File: src/rtl/rx_out_params.svh
// Constants of the receive parallel output block
`ifndef RX_OUT_PARAMS_SVH
`define RX_OUT_PARAMS_SVH

`define RXO_CODE_W 10
`define RXO_CHAR_W 8
`define RXO_STAT_W 3
`define RXO_ENT_W 14
`define RXO_ENT_COMMA 13
`define RXO_ENT_STAT_HI 12
`define RXO_ENT_STAT_LO 10
`define RXO_FIFO_DEPTH 8
`define RXO_CNT_W 8

`define RXO_SRC_SEL_RST 1'b0
`define RXO_RATE_SEL_RST 1'b1
`define RXO_REF_HALF_RST 1'b0
`define RXO_BYPASS_RST 1'b0
`define RXO_CHAR_RST 8'h00
`define RXO_STAT_RST 3'h0

`endif

File: src/rtl/rx_out_pkg.sv
// Types of the receive parallel output block
package rx_out_pkg;

  typedef enum logic [2:0] {
    CK_IDLE = 3'b001,
    CK_HIGH = 3'b010,
    CK_LOW = 3'b100
  } clk_state_t;

endpackage

File: src/rtl/rx_parallel_out.sv
// Receive parallel output of one transceiver channel, with its character FIFO
// Operation
// - Character and status outputs change only on a tick of the selected interface clock.
// - The clock source select is a per-channel latch written through the configuration port.
// - Full-rate interface clock is a true and complement pair, one cycle per character.
// - In full-rate clocking outputs change on the true clock rise; the host takes one per period.
// - In half-rate clocking a new character comes on every rise and every fall of the clock.
// - With the decoder bypassed, the two low bits of the 10-bit character go on status bits 1:0.
// - With the decoder bypassed, status bit 2 is high while the presented character is a comma.
// - With the decoder enabled, all three status bits carry the encoded receive status.
// - The clock runs continuously at character or dual-character rate, per the rate select.
// - Rate follows the rate select for a full-rate reference, or half-rate with select 0.
// - With a half-rate reference and select 1, the clock runs at the reference frequency.
// - Select value 0 times the output from the recovered character clock.
// - With a half-rate reference, outputs timed from it follow both of its edges.
`timescale 1ns/1ps
`include "rx_out_params.svh"

module rx_out_fifo #(
  parameter int WIDTH = `RXO_ENT_W,
  parameter int DEPTH = `RXO_FIFO_DEPTH
) (
  // Clock and reset
  input wire logic mclk_in,
  input wire logic resetn_in,
  // Fill side
  input wire logic wr_valid_in,
  input wire logic [WIDTH-1:0] wr_data_in,
  output logic wr_ready_out,
  // Drain side
  output logic rd_valid_out,
  output logic [WIDTH-1:0] rd_data_out,
  input wire logic rd_ready_in
);
  localparam int AW = (DEPTH > 1) ? $clog2(DEPTH) : 1;
  localparam logic [AW-1:0] LAST = AW'(DEPTH - 1);

  logic [WIDTH-1:0] mem_q [DEPTH];
  logic [AW-1:0] wptr_q, wptr_d, rptr_q, rptr_d;
  logic [AW:0] cnt_q, cnt_d;
  logic ready_q, ready_d;
  logic push, pop;

  assign push = wr_valid_in && ready_q;
  assign pop = rd_ready_in && (cnt_q != '0);
  assign wr_ready_out = ready_q;
  assign rd_valid_out = (cnt_q != '0);
  assign rd_data_out = mem_q[rptr_q];

  always_comb begin
    wptr_d = wptr_q;
    rptr_d = rptr_q;
    cnt_d = cnt_q;
    if (push) begin
      wptr_d = (wptr_q == LAST) ? '0 : wptr_q + 1'b1;
    end
    if (pop) begin
      rptr_d = (rptr_q == LAST) ? '0 : rptr_q + 1'b1;
    end
    if (push && !pop) begin
      cnt_d = cnt_q + 1'b1;
    end else if (pop && !push) begin
      cnt_d = cnt_q - 1'b1;
    end
    // Registered ready so a full FIFO refuses the very next word
    ready_d = (cnt_d < (AW+1)'(DEPTH));
  end

  always_ff @(posedge mclk_in) begin
    if (!resetn_in) begin
      wptr_q <= '0;
      rptr_q <= '0;
      cnt_q <= '0;
      ready_q <= 1'b0;
    end else begin
      wptr_q <= wptr_d;
      rptr_q <= rptr_d;
      cnt_q <= cnt_d;
      ready_q <= ready_d;
    end
  end

  always_ff @(posedge mclk_in) begin
    if (push) begin
      mem_q[wptr_q] <= wr_data_in;
    end
  end
endmodule

module rx_parallel_out #(
  parameter int FIFO_DEPTH = `RXO_FIFO_DEPTH,
  parameter int CNT_W = `RXO_CNT_W
) (
  // Clock and reset
  input wire logic mclk_in,
  input wire logic resetn_in,
  // Configuration latch write
  input wire logic cfg_wr_in,
  input wire logic cfg_src_sel_in,
  input wire logic cfg_rate_sel_in,
  input wire logic cfg_ref_half_in,
  input wire logic cfg_dec_bypass_in,
  // Timing sources
  input wire logic channel_ref_clk_in,
  input wire logic rec_char_tick_in,
  // Received characters
  input wire logic char_valid_in,
  input wire logic [`RXO_CODE_W-1:0] char_code_in,
  input wire logic char_comma_in,
  input wire logic [`RXO_STAT_W-1:0] char_stat_in,
  output logic char_ready_out,
  // Host side
  output logic [`RXO_CHAR_W-1:0] rx_char_out,
  output logic [`RXO_STAT_W-1:0] rx_status_out,
  output logic rx_iface_clk_out,
  output logic rx_iface_clk_n_out,
  // Latched settings
  output logic rx_clk_source_sel_out,
  output logic rx_clk_rate_sel_out
);
  // Rate select 1 is character rate (full), 0 is dual-character rate (half)
  function automatic logic half_mode(input logic rate, input logic src, input logic ref_half);
    half_mode = (ref_half && src) ? 1'b1 : !rate;
  endfunction

  logic src_q, src_d, rate_q, rate_d, refh_q, refh_d, byp_q, byp_d;
  logic ref_s1_q, ref_s2_q, ref_s3_q;
  logic tick, half, in_ready;
  logic fifo_valid;
  logic [`RXO_ENT_W-1:0] fifo_data;
  logic [`RXO_CHAR_W-1:0] char_q, char_d;
  logic [`RXO_STAT_W-1:0] stat_q, stat_d;
  logic clk_q, clk_d, clkn_q, clkn_d;
  logic [CNT_W-1:0] cnt_q, cnt_d, per_q, per_d;
  rx_out_pkg::clk_state_t st_q, st_d;

  // Settings are private to this instance, one per channel
  always_comb begin
    src_d = src_q;
    rate_d = rate_q;
    refh_d = refh_q;
    byp_d = byp_q;
    if (cfg_wr_in) begin
      src_d = cfg_src_sel_in;
      rate_d = cfg_rate_sel_in;
      refh_d = cfg_ref_half_in;
      byp_d = cfg_dec_bypass_in;
    end
  end

  always_ff @(posedge mclk_in) begin
    if (!resetn_in) begin
      src_q <= `RXO_SRC_SEL_RST;
      rate_q <= `RXO_RATE_SEL_RST;
      refh_q <= `RXO_REF_HALF_RST;
      byp_q <= `RXO_BYPASS_RST;
    end else begin
      src_q <= src_d;
      rate_q <= rate_d;
      refh_q <= refh_d;
      byp_q <= byp_d;
    end
  end

  // Reference pin is asynchronous: two stages, then an edge stage
  always_ff @(posedge mclk_in) begin
    if (!resetn_in) begin
      ref_s1_q <= 1'b0;
      ref_s2_q <= 1'b0;
      ref_s3_q <= 1'b0;
    end else begin
      ref_s1_q <= channel_ref_clk_in;
      ref_s2_q <= ref_s1_q;
      ref_s3_q <= ref_s2_q;
    end
  end

  always_comb begin
    if (src_q) begin
      tick = refh_q ? (ref_s2_q ^ ref_s3_q) : (ref_s2_q && !ref_s3_q);
    end else begin
      tick = rec_char_tick_in;
    end
  end

  assign half = half_mode(rate_q, src_q, refh_q);

  rx_out_fifo #(
    .WIDTH(`RXO_ENT_W),
    .DEPTH(FIFO_DEPTH)
  ) u_fifo (
    .mclk_in(mclk_in),
    .resetn_in(resetn_in),
    .wr_valid_in(char_valid_in),
    .wr_data_in({char_comma_in, char_stat_in, char_code_in}),
    .wr_ready_out(in_ready),
    .rd_valid_out(fifo_valid),
    .rd_data_out(fifo_data),
    .rd_ready_in(tick)
  );

  // Output register: loads only when the interface clock ticks
  always_comb begin
    char_d = char_q;
    stat_d = stat_q;
    if (tick && fifo_valid) begin
      if (byp_q) begin
        char_d = fifo_data[`RXO_CODE_W-1:2];
        stat_d = {fifo_data[`RXO_ENT_COMMA], fifo_data[1:0]};
      end else begin
        char_d = fifo_data[`RXO_CHAR_W-1:0];
        stat_d = fifo_data[`RXO_ENT_STAT_HI:`RXO_ENT_STAT_LO];
      end
    end
  end

  always_ff @(posedge mclk_in) begin
    if (!resetn_in) begin
      char_q <= `RXO_CHAR_RST;
      stat_q <= `RXO_STAT_RST;
    end else begin
      char_q <= char_d;
      stat_q <= stat_d;
    end
  end

  // Interface clock: rises with the data in full rate, toggles per tick in half rate.
  // Full-rate fall lands mid-period, from the last measured tick spacing.
  always_comb begin
    st_d = st_q;
    clk_d = clk_q;
    per_d = per_q;
    cnt_d = (cnt_q == '1) ? cnt_q : cnt_q + 1'b1;
    case (st_q)
      rx_out_pkg::CK_IDLE, rx_out_pkg::CK_HIGH, rx_out_pkg::CK_LOW: begin
        if (tick) begin
          // A saturated count means no earlier tick to measure: fall one cycle after the rise
          per_d = (cnt_q == '1) ? '0 : cnt_d;
          cnt_d = '0;
          if (half) begin
            clk_d = !clk_q;
          end else begin
            clk_d = 1'b1;
          end
          st_d = clk_d ? rx_out_pkg::CK_HIGH : rx_out_pkg::CK_LOW;
        end else if (st_q == rx_out_pkg::CK_HIGH && !half && cnt_d >= (per_q >> 1)) begin
          clk_d = 1'b0;
          st_d = rx_out_pkg::CK_LOW;
        end
      end
      default: begin
        st_d = rx_out_pkg::CK_IDLE;
        clk_d = 1'b0;
      end
    endcase
    // A new setting restarts the clock from low
    if (cfg_wr_in) begin
      st_d = rx_out_pkg::CK_IDLE;
      clk_d = 1'b0;
      cnt_d = '1;
    end
    clkn_d = !clk_d;
  end

  always_ff @(posedge mclk_in) begin
    if (!resetn_in) begin
      st_q <= rx_out_pkg::CK_IDLE;
      clk_q <= 1'b0;
      clkn_q <= 1'b1;
      cnt_q <= '1;
      per_q <= '0;
    end else begin
      st_q <= st_d;
      clk_q <= clk_d;
      clkn_q <= clkn_d;
      cnt_q <= cnt_d;
      per_q <= per_d;
    end
  end

  // Ready is the FIFO's own registered flag, so an offered word is never lost
  assign char_ready_out = in_ready;
  assign rx_char_out = char_q;
  assign rx_status_out = stat_q;
  assign rx_iface_clk_out = clk_q;
  assign rx_iface_clk_n_out = clkn_q;
  assign rx_clk_source_sel_out = src_q;
  assign rx_clk_rate_sel_out = rate_q;
endmodule

File: config.mk
export PLATFORM = sky130hd
export DESIGN_NAME = rx_parallel_out
export DESIGN_NICKNAME = d
export VERILOG_FILES = /design/src/rtl/rx_out_pkg.sv /design/src/rtl/rx_parallel_out.sv
export VERILOG_INCLUDE_DIRS = /design/src /design/src/rtl
export SDC_FILE = /design/constraint.sdc
export NUM_CORES = 1
export LEC_CHECK = 0
export CAP_MARGIN = 20
export CORE_MARGIN = 8
export CORE_UTILIZATION = 30
export CTS_CLUSTER_DIAMETER = 80
export DETAILED_ROUTE_END_ITERATION = 16
export DONT_BUFFER_PORTS = 1
export HOLD_SLACK_MARGIN = 0.12
export PLACE_DENSITY = 0.47
export SETUP_SLACK_MARGIN = 0.1
export SLEW_MARGIN = 20
export SYNTH_ARGS = -nofsm -noshare
export SYNTH_HDL_FRONTEND = slang
export SYNTH_SLANG_ARGS = --single-unit
File: constraint.sdc
create_clock -name mclk_in -period 6.3 [get_ports mclk_in]
set_input_delay 0.63 -clock mclk_in [delete_from_list [all_inputs] [get_ports mclk_in]]
set_output_delay 0.63 -clock mclk_in [all_outputs]
set_load 0.01 [all_outputs]
# Word level (Yosys, flattened, before mapping)
# Memories as Yosys holds them, arrays and structs flattened. A register that Yosys moved wholly into a read port is not among the register bits.
# Cells that the tools add are included.
# op_classes
add_sub_neg	5
magnitude_cmp	2
eq_ne	6
muxes	27
n_bitwise	3
n_reduce_logical	21
# op_table
operator	n
8-bit 2-to-1 mux	5
3-bit 2-to-1 mux	8
1-bit 2-to-1 mux	12
3-bit equality test (second input constant)	3
8-bit by 1-bit adder with 8-bit output (second input constant)	1
8-bit equality test (second input constant)	1
8-bit by 7-bit >= comparator with 1-bit output	1
1-bit logical AND	8
4-bit 2-to-1 mux	2
1-bit logical NOT	7
3-bit by 1-bit adder with 3-bit output (second input constant)	2
3-bit OR reduction	2
4-bit by 1-bit adder with 4-bit output (second input constant)	1
4-bit < comparator (second input constant)	1
4-bit nonzero test	1
4-bit by 1-bit subtractor with 4-bit output (second input constant)	1
3-bit by 1-bit equality test with 1-bit output (second input constant)	1
3-bit by 2-bit equality test with 1-bit output (second input constant)	1
1-bit NOT	2
2-bit AND reduction	1
2-bit nonzero test	1
2-bit OR reduction	1
1-bit XOR	1
# word_totals
ff_bits	50
mem_bits_rw	112
out_inout_bits	16
memories	1
# memory_table
memory	depth	word_bits	rd	rd_clocked_by_memory_dff	write_ports	line_no	rtl
u_fifo.mem_q	8	14	1	1	1	rx_parallel_out.sv:38	logic [WIDTH-1:0] mem_q [DEPTH];

# Longest topological paths before layout
# depth
word_depth	10
mapped_depth	13
depth_no_buf	12

# Hierarchy
# Synthesis repeated with hierarchy kept, for this count alone.
# hier_totals
cells_unflattened	471
hier_area_um2	7028.0
# by_module_without_submodules
mod	instances	cells_each	area_per_inst_um2	seq_area_each_um2
rx_out_fifo	1	254	5069.9	3643.5
rx_parallel_out	1	217	1958.1	760.7

# Least setup slack after synthesis
# No wires, ideal clock.
# synth_path
path_type	reg-to-reg
start	register cnt_q[0]
end	register clkn_q (netlist: rx_iface_clk_n_out)
setup_ns	0.117
t_arrival_ns	2.562
required_ns	6.183
setup_slack_ns	3.621
path_stages_with_launch	13
path_buffers	1
period_less_slack_ns	2.679
path_cell_list	dfxtp_1 ha_1 clkbuf_2 nand3_1 nor3_1 mux2i_1 inv_1 ha_1 o21ai_0 a21oi_1 o31ai_1 nand3_1 o22a_1
# synth_via
elab_chain_cells	9
word_cells_on_any_way	10
classes_between	add/sub: 1; order compare: 1; eq/ne: 1; mux: 5; reduce/logical: 2
# synth_rtl
item	line_no	rtl
start: declaration	rx_parallel_out.sv:134	logic [CNT_W-1:0] cnt_q, cnt_d, per_q, per_d;
start signal: assignment	rx_parallel_out.sv:276	cnt_q <= cnt_d;
8-bit by 1-bit adder with 8-bit output / 8-bit equality test (equally long branches)	rx_parallel_out.sv:233	cnt_d = (cnt_q == '1) ? cnt_q : cnt_q + 1'b1;
8-bit 2-to-1 mux (*)	rx_parallel_out.sv:233	
8-bit by 7-bit >= comparator with 1-bit output (*)	rx_parallel_out.sv:246	end else if (st_q == rx_out_pkg::CK_HIGH && !half && cnt_d >= (per_q >> 1)) begin
1-bit logical AND (*)	rx_parallel_out.sv:246	
1-bit 2-to-1 mux (*)	rx_parallel_out.sv:246	
1-bit 2-to-1 mux (*)	rx_parallel_out.sv:236	if (tick) begin
1-bit 2-to-1 mux (*)	rx_parallel_out.sv:234	case (st_q)
1-bit 2-to-1 mux (*)	rx_parallel_out.sv:257	if (cfg_wr_in) begin
1-bit logical NOT (*)	rx_parallel_out.sv:262	clkn_d = !clk_d;
end signal: assignment	rx_parallel_out.sv:275	clkn_q <= clkn_d;
end: declaration	rx_parallel_out.sv:133	logic clk_q, clk_d, clkn_q, clkn_d;
# Mark *: on every way between the ends. The rest lies on a longest branch, timed or not.
# A chain may end at the register's enable or synchronous reset.

# Worst setup path in the final report
# Same ends and word-level chain as after synthesis.

==> results.py <==
metrics = {
    "run_status": {
        "status": "finished, final reports clean",
    },
    "routing": {
        "dr_total_vias": 3669,
        "avgViaCountPerCell": 4.92,
        "routedWlPerCell_um": 18.9,
        "drtIter0Drc": 189,
        "drtAntennaViolNets": 0,
        "drt_first_pass_iters": 4,
        "drc": 0,
        "wirelength_um": 14100,
    },
    "synthesis": {
        "synthesis.nets": 489,
        "synth_mux_area_share_pct": 12.6,
        "synth_edf_count": 112,
        "netlist_top_cells_area": "edfxtp_1 (50%), dfxtp_1 (16%), mux4_2 (9.5%)",
        "synth_cell_type_count": 51,
        "ys.flop_type": "edfxtp_1",
        "synth_compound_area_share_pct": 6.90,
        "yosys_warnings": 0,
        "avgSynthCellArea_sq_um": 14.9,
        "synth_cells": 448,
        "yosysTopAreaCell": "edfxtp_1",
        "netlist_top_cells_count": "edfxtp_1 (112), dfxtp_1 (52), mux4_2 (28)",
        "async_reset_ff_share_pct": 0,
        "synth-seq-area-share_pct": 66.0,
        "synthAdderAreaFrac_pct": 3.19,
        "netlist.area_leader.share_pct": 50.4,
        "synth_top_family_by_area": "multiplexers",
        "netlist_area_sq_um": 6670,
        "synthSimpleGateAreaFrac_pct": 7.82,
        "ys_ff_latch": 164,
        "yosysMostFrequentCell": "edfxtp_1",
        "synth-xor-area-share_pct": 0.788,
    },
    "setup_path": {
        "required_ns": 6.62,
        "cp-start-kind": "register",
        "critical_path_arrival_ns": 3.37,
        "end_kind": "register",
        "path_max_fanout": 7,
        "crit_type": "register to register",
    },
    "cts": {
        "clock-sinks": 164,
        "cts_setup_buffers": 0,
        "insertion_delay_ns": 0.43,
        "clk_pin_slew_ns": 0.07,
        "htreeDepth": 4,
        "cts.path.max_buffers": 2,
        "hold_buffers": 0,
        "cts_buffers": 17,
        "cts_tree": "done",
        "ctsResizeCount": 0,
        "root_buffer": "clkbuf_16",
    },
    "grt": {
        "grt_use_met1_pct": 13.1,
        "grt_first_pass_wirelength_um": 21900,
        "grt_max_degree": 29,
        "grt_busiest_layer": "met2",
        "grtUsageMet2_pct": 17.6,
        "antenna_found_initial": 0,
        "gr-usage-all-layers_pct": 10.9,
        "grt_pass1_vias": 3791,
        "use_met3_pct": 4.46,
        "overflow": 0,
    },
    "place": {
        "dp_hpwl_um": 9020,
        "gp_congestion": 0.765,
        "portBuffers": 0,
        "post-place-ws_ns": 3.27,
        "dp.cells": 714,
    },
    "finish": {
        "finalNonFillerCells": 746,
        "n_fill_cell": 2083,
        "regArea_sq_um": 4410,
        "syn_to_final_growth_pct": 13.8,
        "drive_above_1_share_pct": 16.7,
        "multi_input_area_sq_um": 2140,
        "antenna_cells": 0,
        "nets": 494,
    },
    "timing": {
        "hold_violations": 0,
        "relSlewSlack_pct": 35.4,
        "tightest_slew_ns": 0.966,
        "rsz0062_at_grt": "false",
        "layout_setup_ws_ns": 3.25,
        "setup_viol": 0,
        "holdWs_ns": 0.281,
        "period_minus_slack_ns": 3.05,
        "max_freq_ghz": 0.327,
        "finalMaxSlewViolations": 0,
        "fin_worst_skew_ns": 0.00891,
        "period_share_pct": 48.5,
        "tns_ns": 0,
    },
    "power": {
        "leakagePower_nw": 2.49,
        "p_per_area_nw_per_um2": 356,
        "vdd_drop_max_mv": 0.166,
    },
    "floorplan": {
        "pin_count": 40,
        "initial_core_util_pct": 30.6,
        "die_area_sq_um": 27300,
        "die_h_um": 165,
        "rows": 54,
        "core_sq_um": 21800,
        "die_w_um": 165,
    },
    "job": {
        "cap_violations": 0,
    },
    "min_path": {
        "hp-class": "input pin to register",
    },
}
==> layout by cell type, fill, tap and decap left out, types with 3 or more instances in the layout <==
cell,Yosys,layout
edfxtp_1,112,112
dfxtp_1,52,50
mux4_2,28,28
nand2_1,24,24
nor2_1,24,24
mux2i_1,21,21
inv_1,20,20
nand3_1,20,20
ha_1,17,17
clkbuf_16,0,17
o21ai_0,16,16
a21oi_1,15,15
o221ai_1,10,10
buf_4,1,6
and2_1,5,5
a211oi_1,5,5
a31oi_1,4,4
nand2b_1,4,4
nor3_4,0,4
inv_8,0,4
nor3_1,7,3
or3_1,3,3
xnor2_1,3,3
xor2_1,3,3
o31ai_1,3,3
clkinv_4,0,3
inv_6,0,3
==> cells by family (layout without fill, tap and decap cells) <==
logic type      after synthesis  after routing
flops                       164            164
simple gates                105            105
compound gates               67             67
mux                          49             49
buf+inv                      40             58
fa+ha+maj                    17             17
xor+xnor                      6              6
==> per-stage QoR <==
stage	power [mW]	cell area [sq um]	util [%]
2_1_floorplan	1.61	6670	-
3_3_place_gp	1.72	7020	32.2
3_5_place_dp	1.73	7020	32.2
4_1_cts	2.74	7590	34.8
5_1_grt	2.83	7590	34.8
6_report	2.70	7590	34.8
==> layer usage <==
| metal | share of wire [%] | up-vias |
|---|---|---|
| met4 | 1.3 | 0 |
| met5 | 0 | - |
| met2 | 49 | 68 |
| met3 | 6.5 | 12 |
| met1 | 43 | 1846 |
| li1 | - | 1743 |
==> power breakdown <==
group	internal, mW	leakage (nW)	switching (mW)
combinational	0.165	0.773	0.224
clock	0.559	0.280	0.444
sequential	1.23	1.44	0.0853
total	1.95	2.49	0.753
==> state kept, by name (all words and copies together), names as in the netlist, named ones only <==
name	flops
u_fifo.wr_ready_out	1
u_fifo.rptr_q	3
per_q	7
rx_char_out	8
rx_iface_clk_n_out	1
cnt_q	8
ref_s2_q	1
u_fifo.wptr_q	3
rx_clk_rate_sel_out	1
byp_q	1
ref_s3_q	1
st_q	3
refh_q	1
rx_iface_clk_out	1
u_fifo.cnt_q	4
ref_s1_q	1
rx_status_out	3
rx_clk_source_sel_out	1
u_fifo.mem_q	112
==> area by class of cell <==
type | count | share of cell area, %
Sequential cell | 164 | 58.1
Inverter | 20 | 0.989
Clock inverter | 13 | 1.85
Multi-Input combinational cell | 244 | 28.2
Clock buffer | 19 | 5.70
Timing Repair Buffer | 6 | 0.593
Tap cell | 280 | 4.62
==> worst max-delay path, cell delays in order, from the launching register on <==
cell and delay (ns):
dfxtp_1 0.39, ha_1 0.30, nand3_1 0.19, nor3_1 0.56, mux2i_1 0.29, inv_1 0.07, ha_1 0.27, o21ai_0 0.16
a21oi_1 0.08, o31ai_1 0.29, nand3_1 0.14, o22a_1 0.20
==> worst paths after layout <==
path / from / endpoint / slack, ns / cells past startpoint
max: cnt_q[0] / rx_iface_clk_n_out / 3.25 / 11
min: resetn_in / rx_clk_rate_sel_out / 0.28 / 1
max reg2reg: cnt_q[0] / rx_iface_clk_n_out / 3.25 / 11
min reg2reg: ref_s1_q / ref_s2_q / 0.44 / 1
Note: power is estimated with default switching activity, not from simulation.
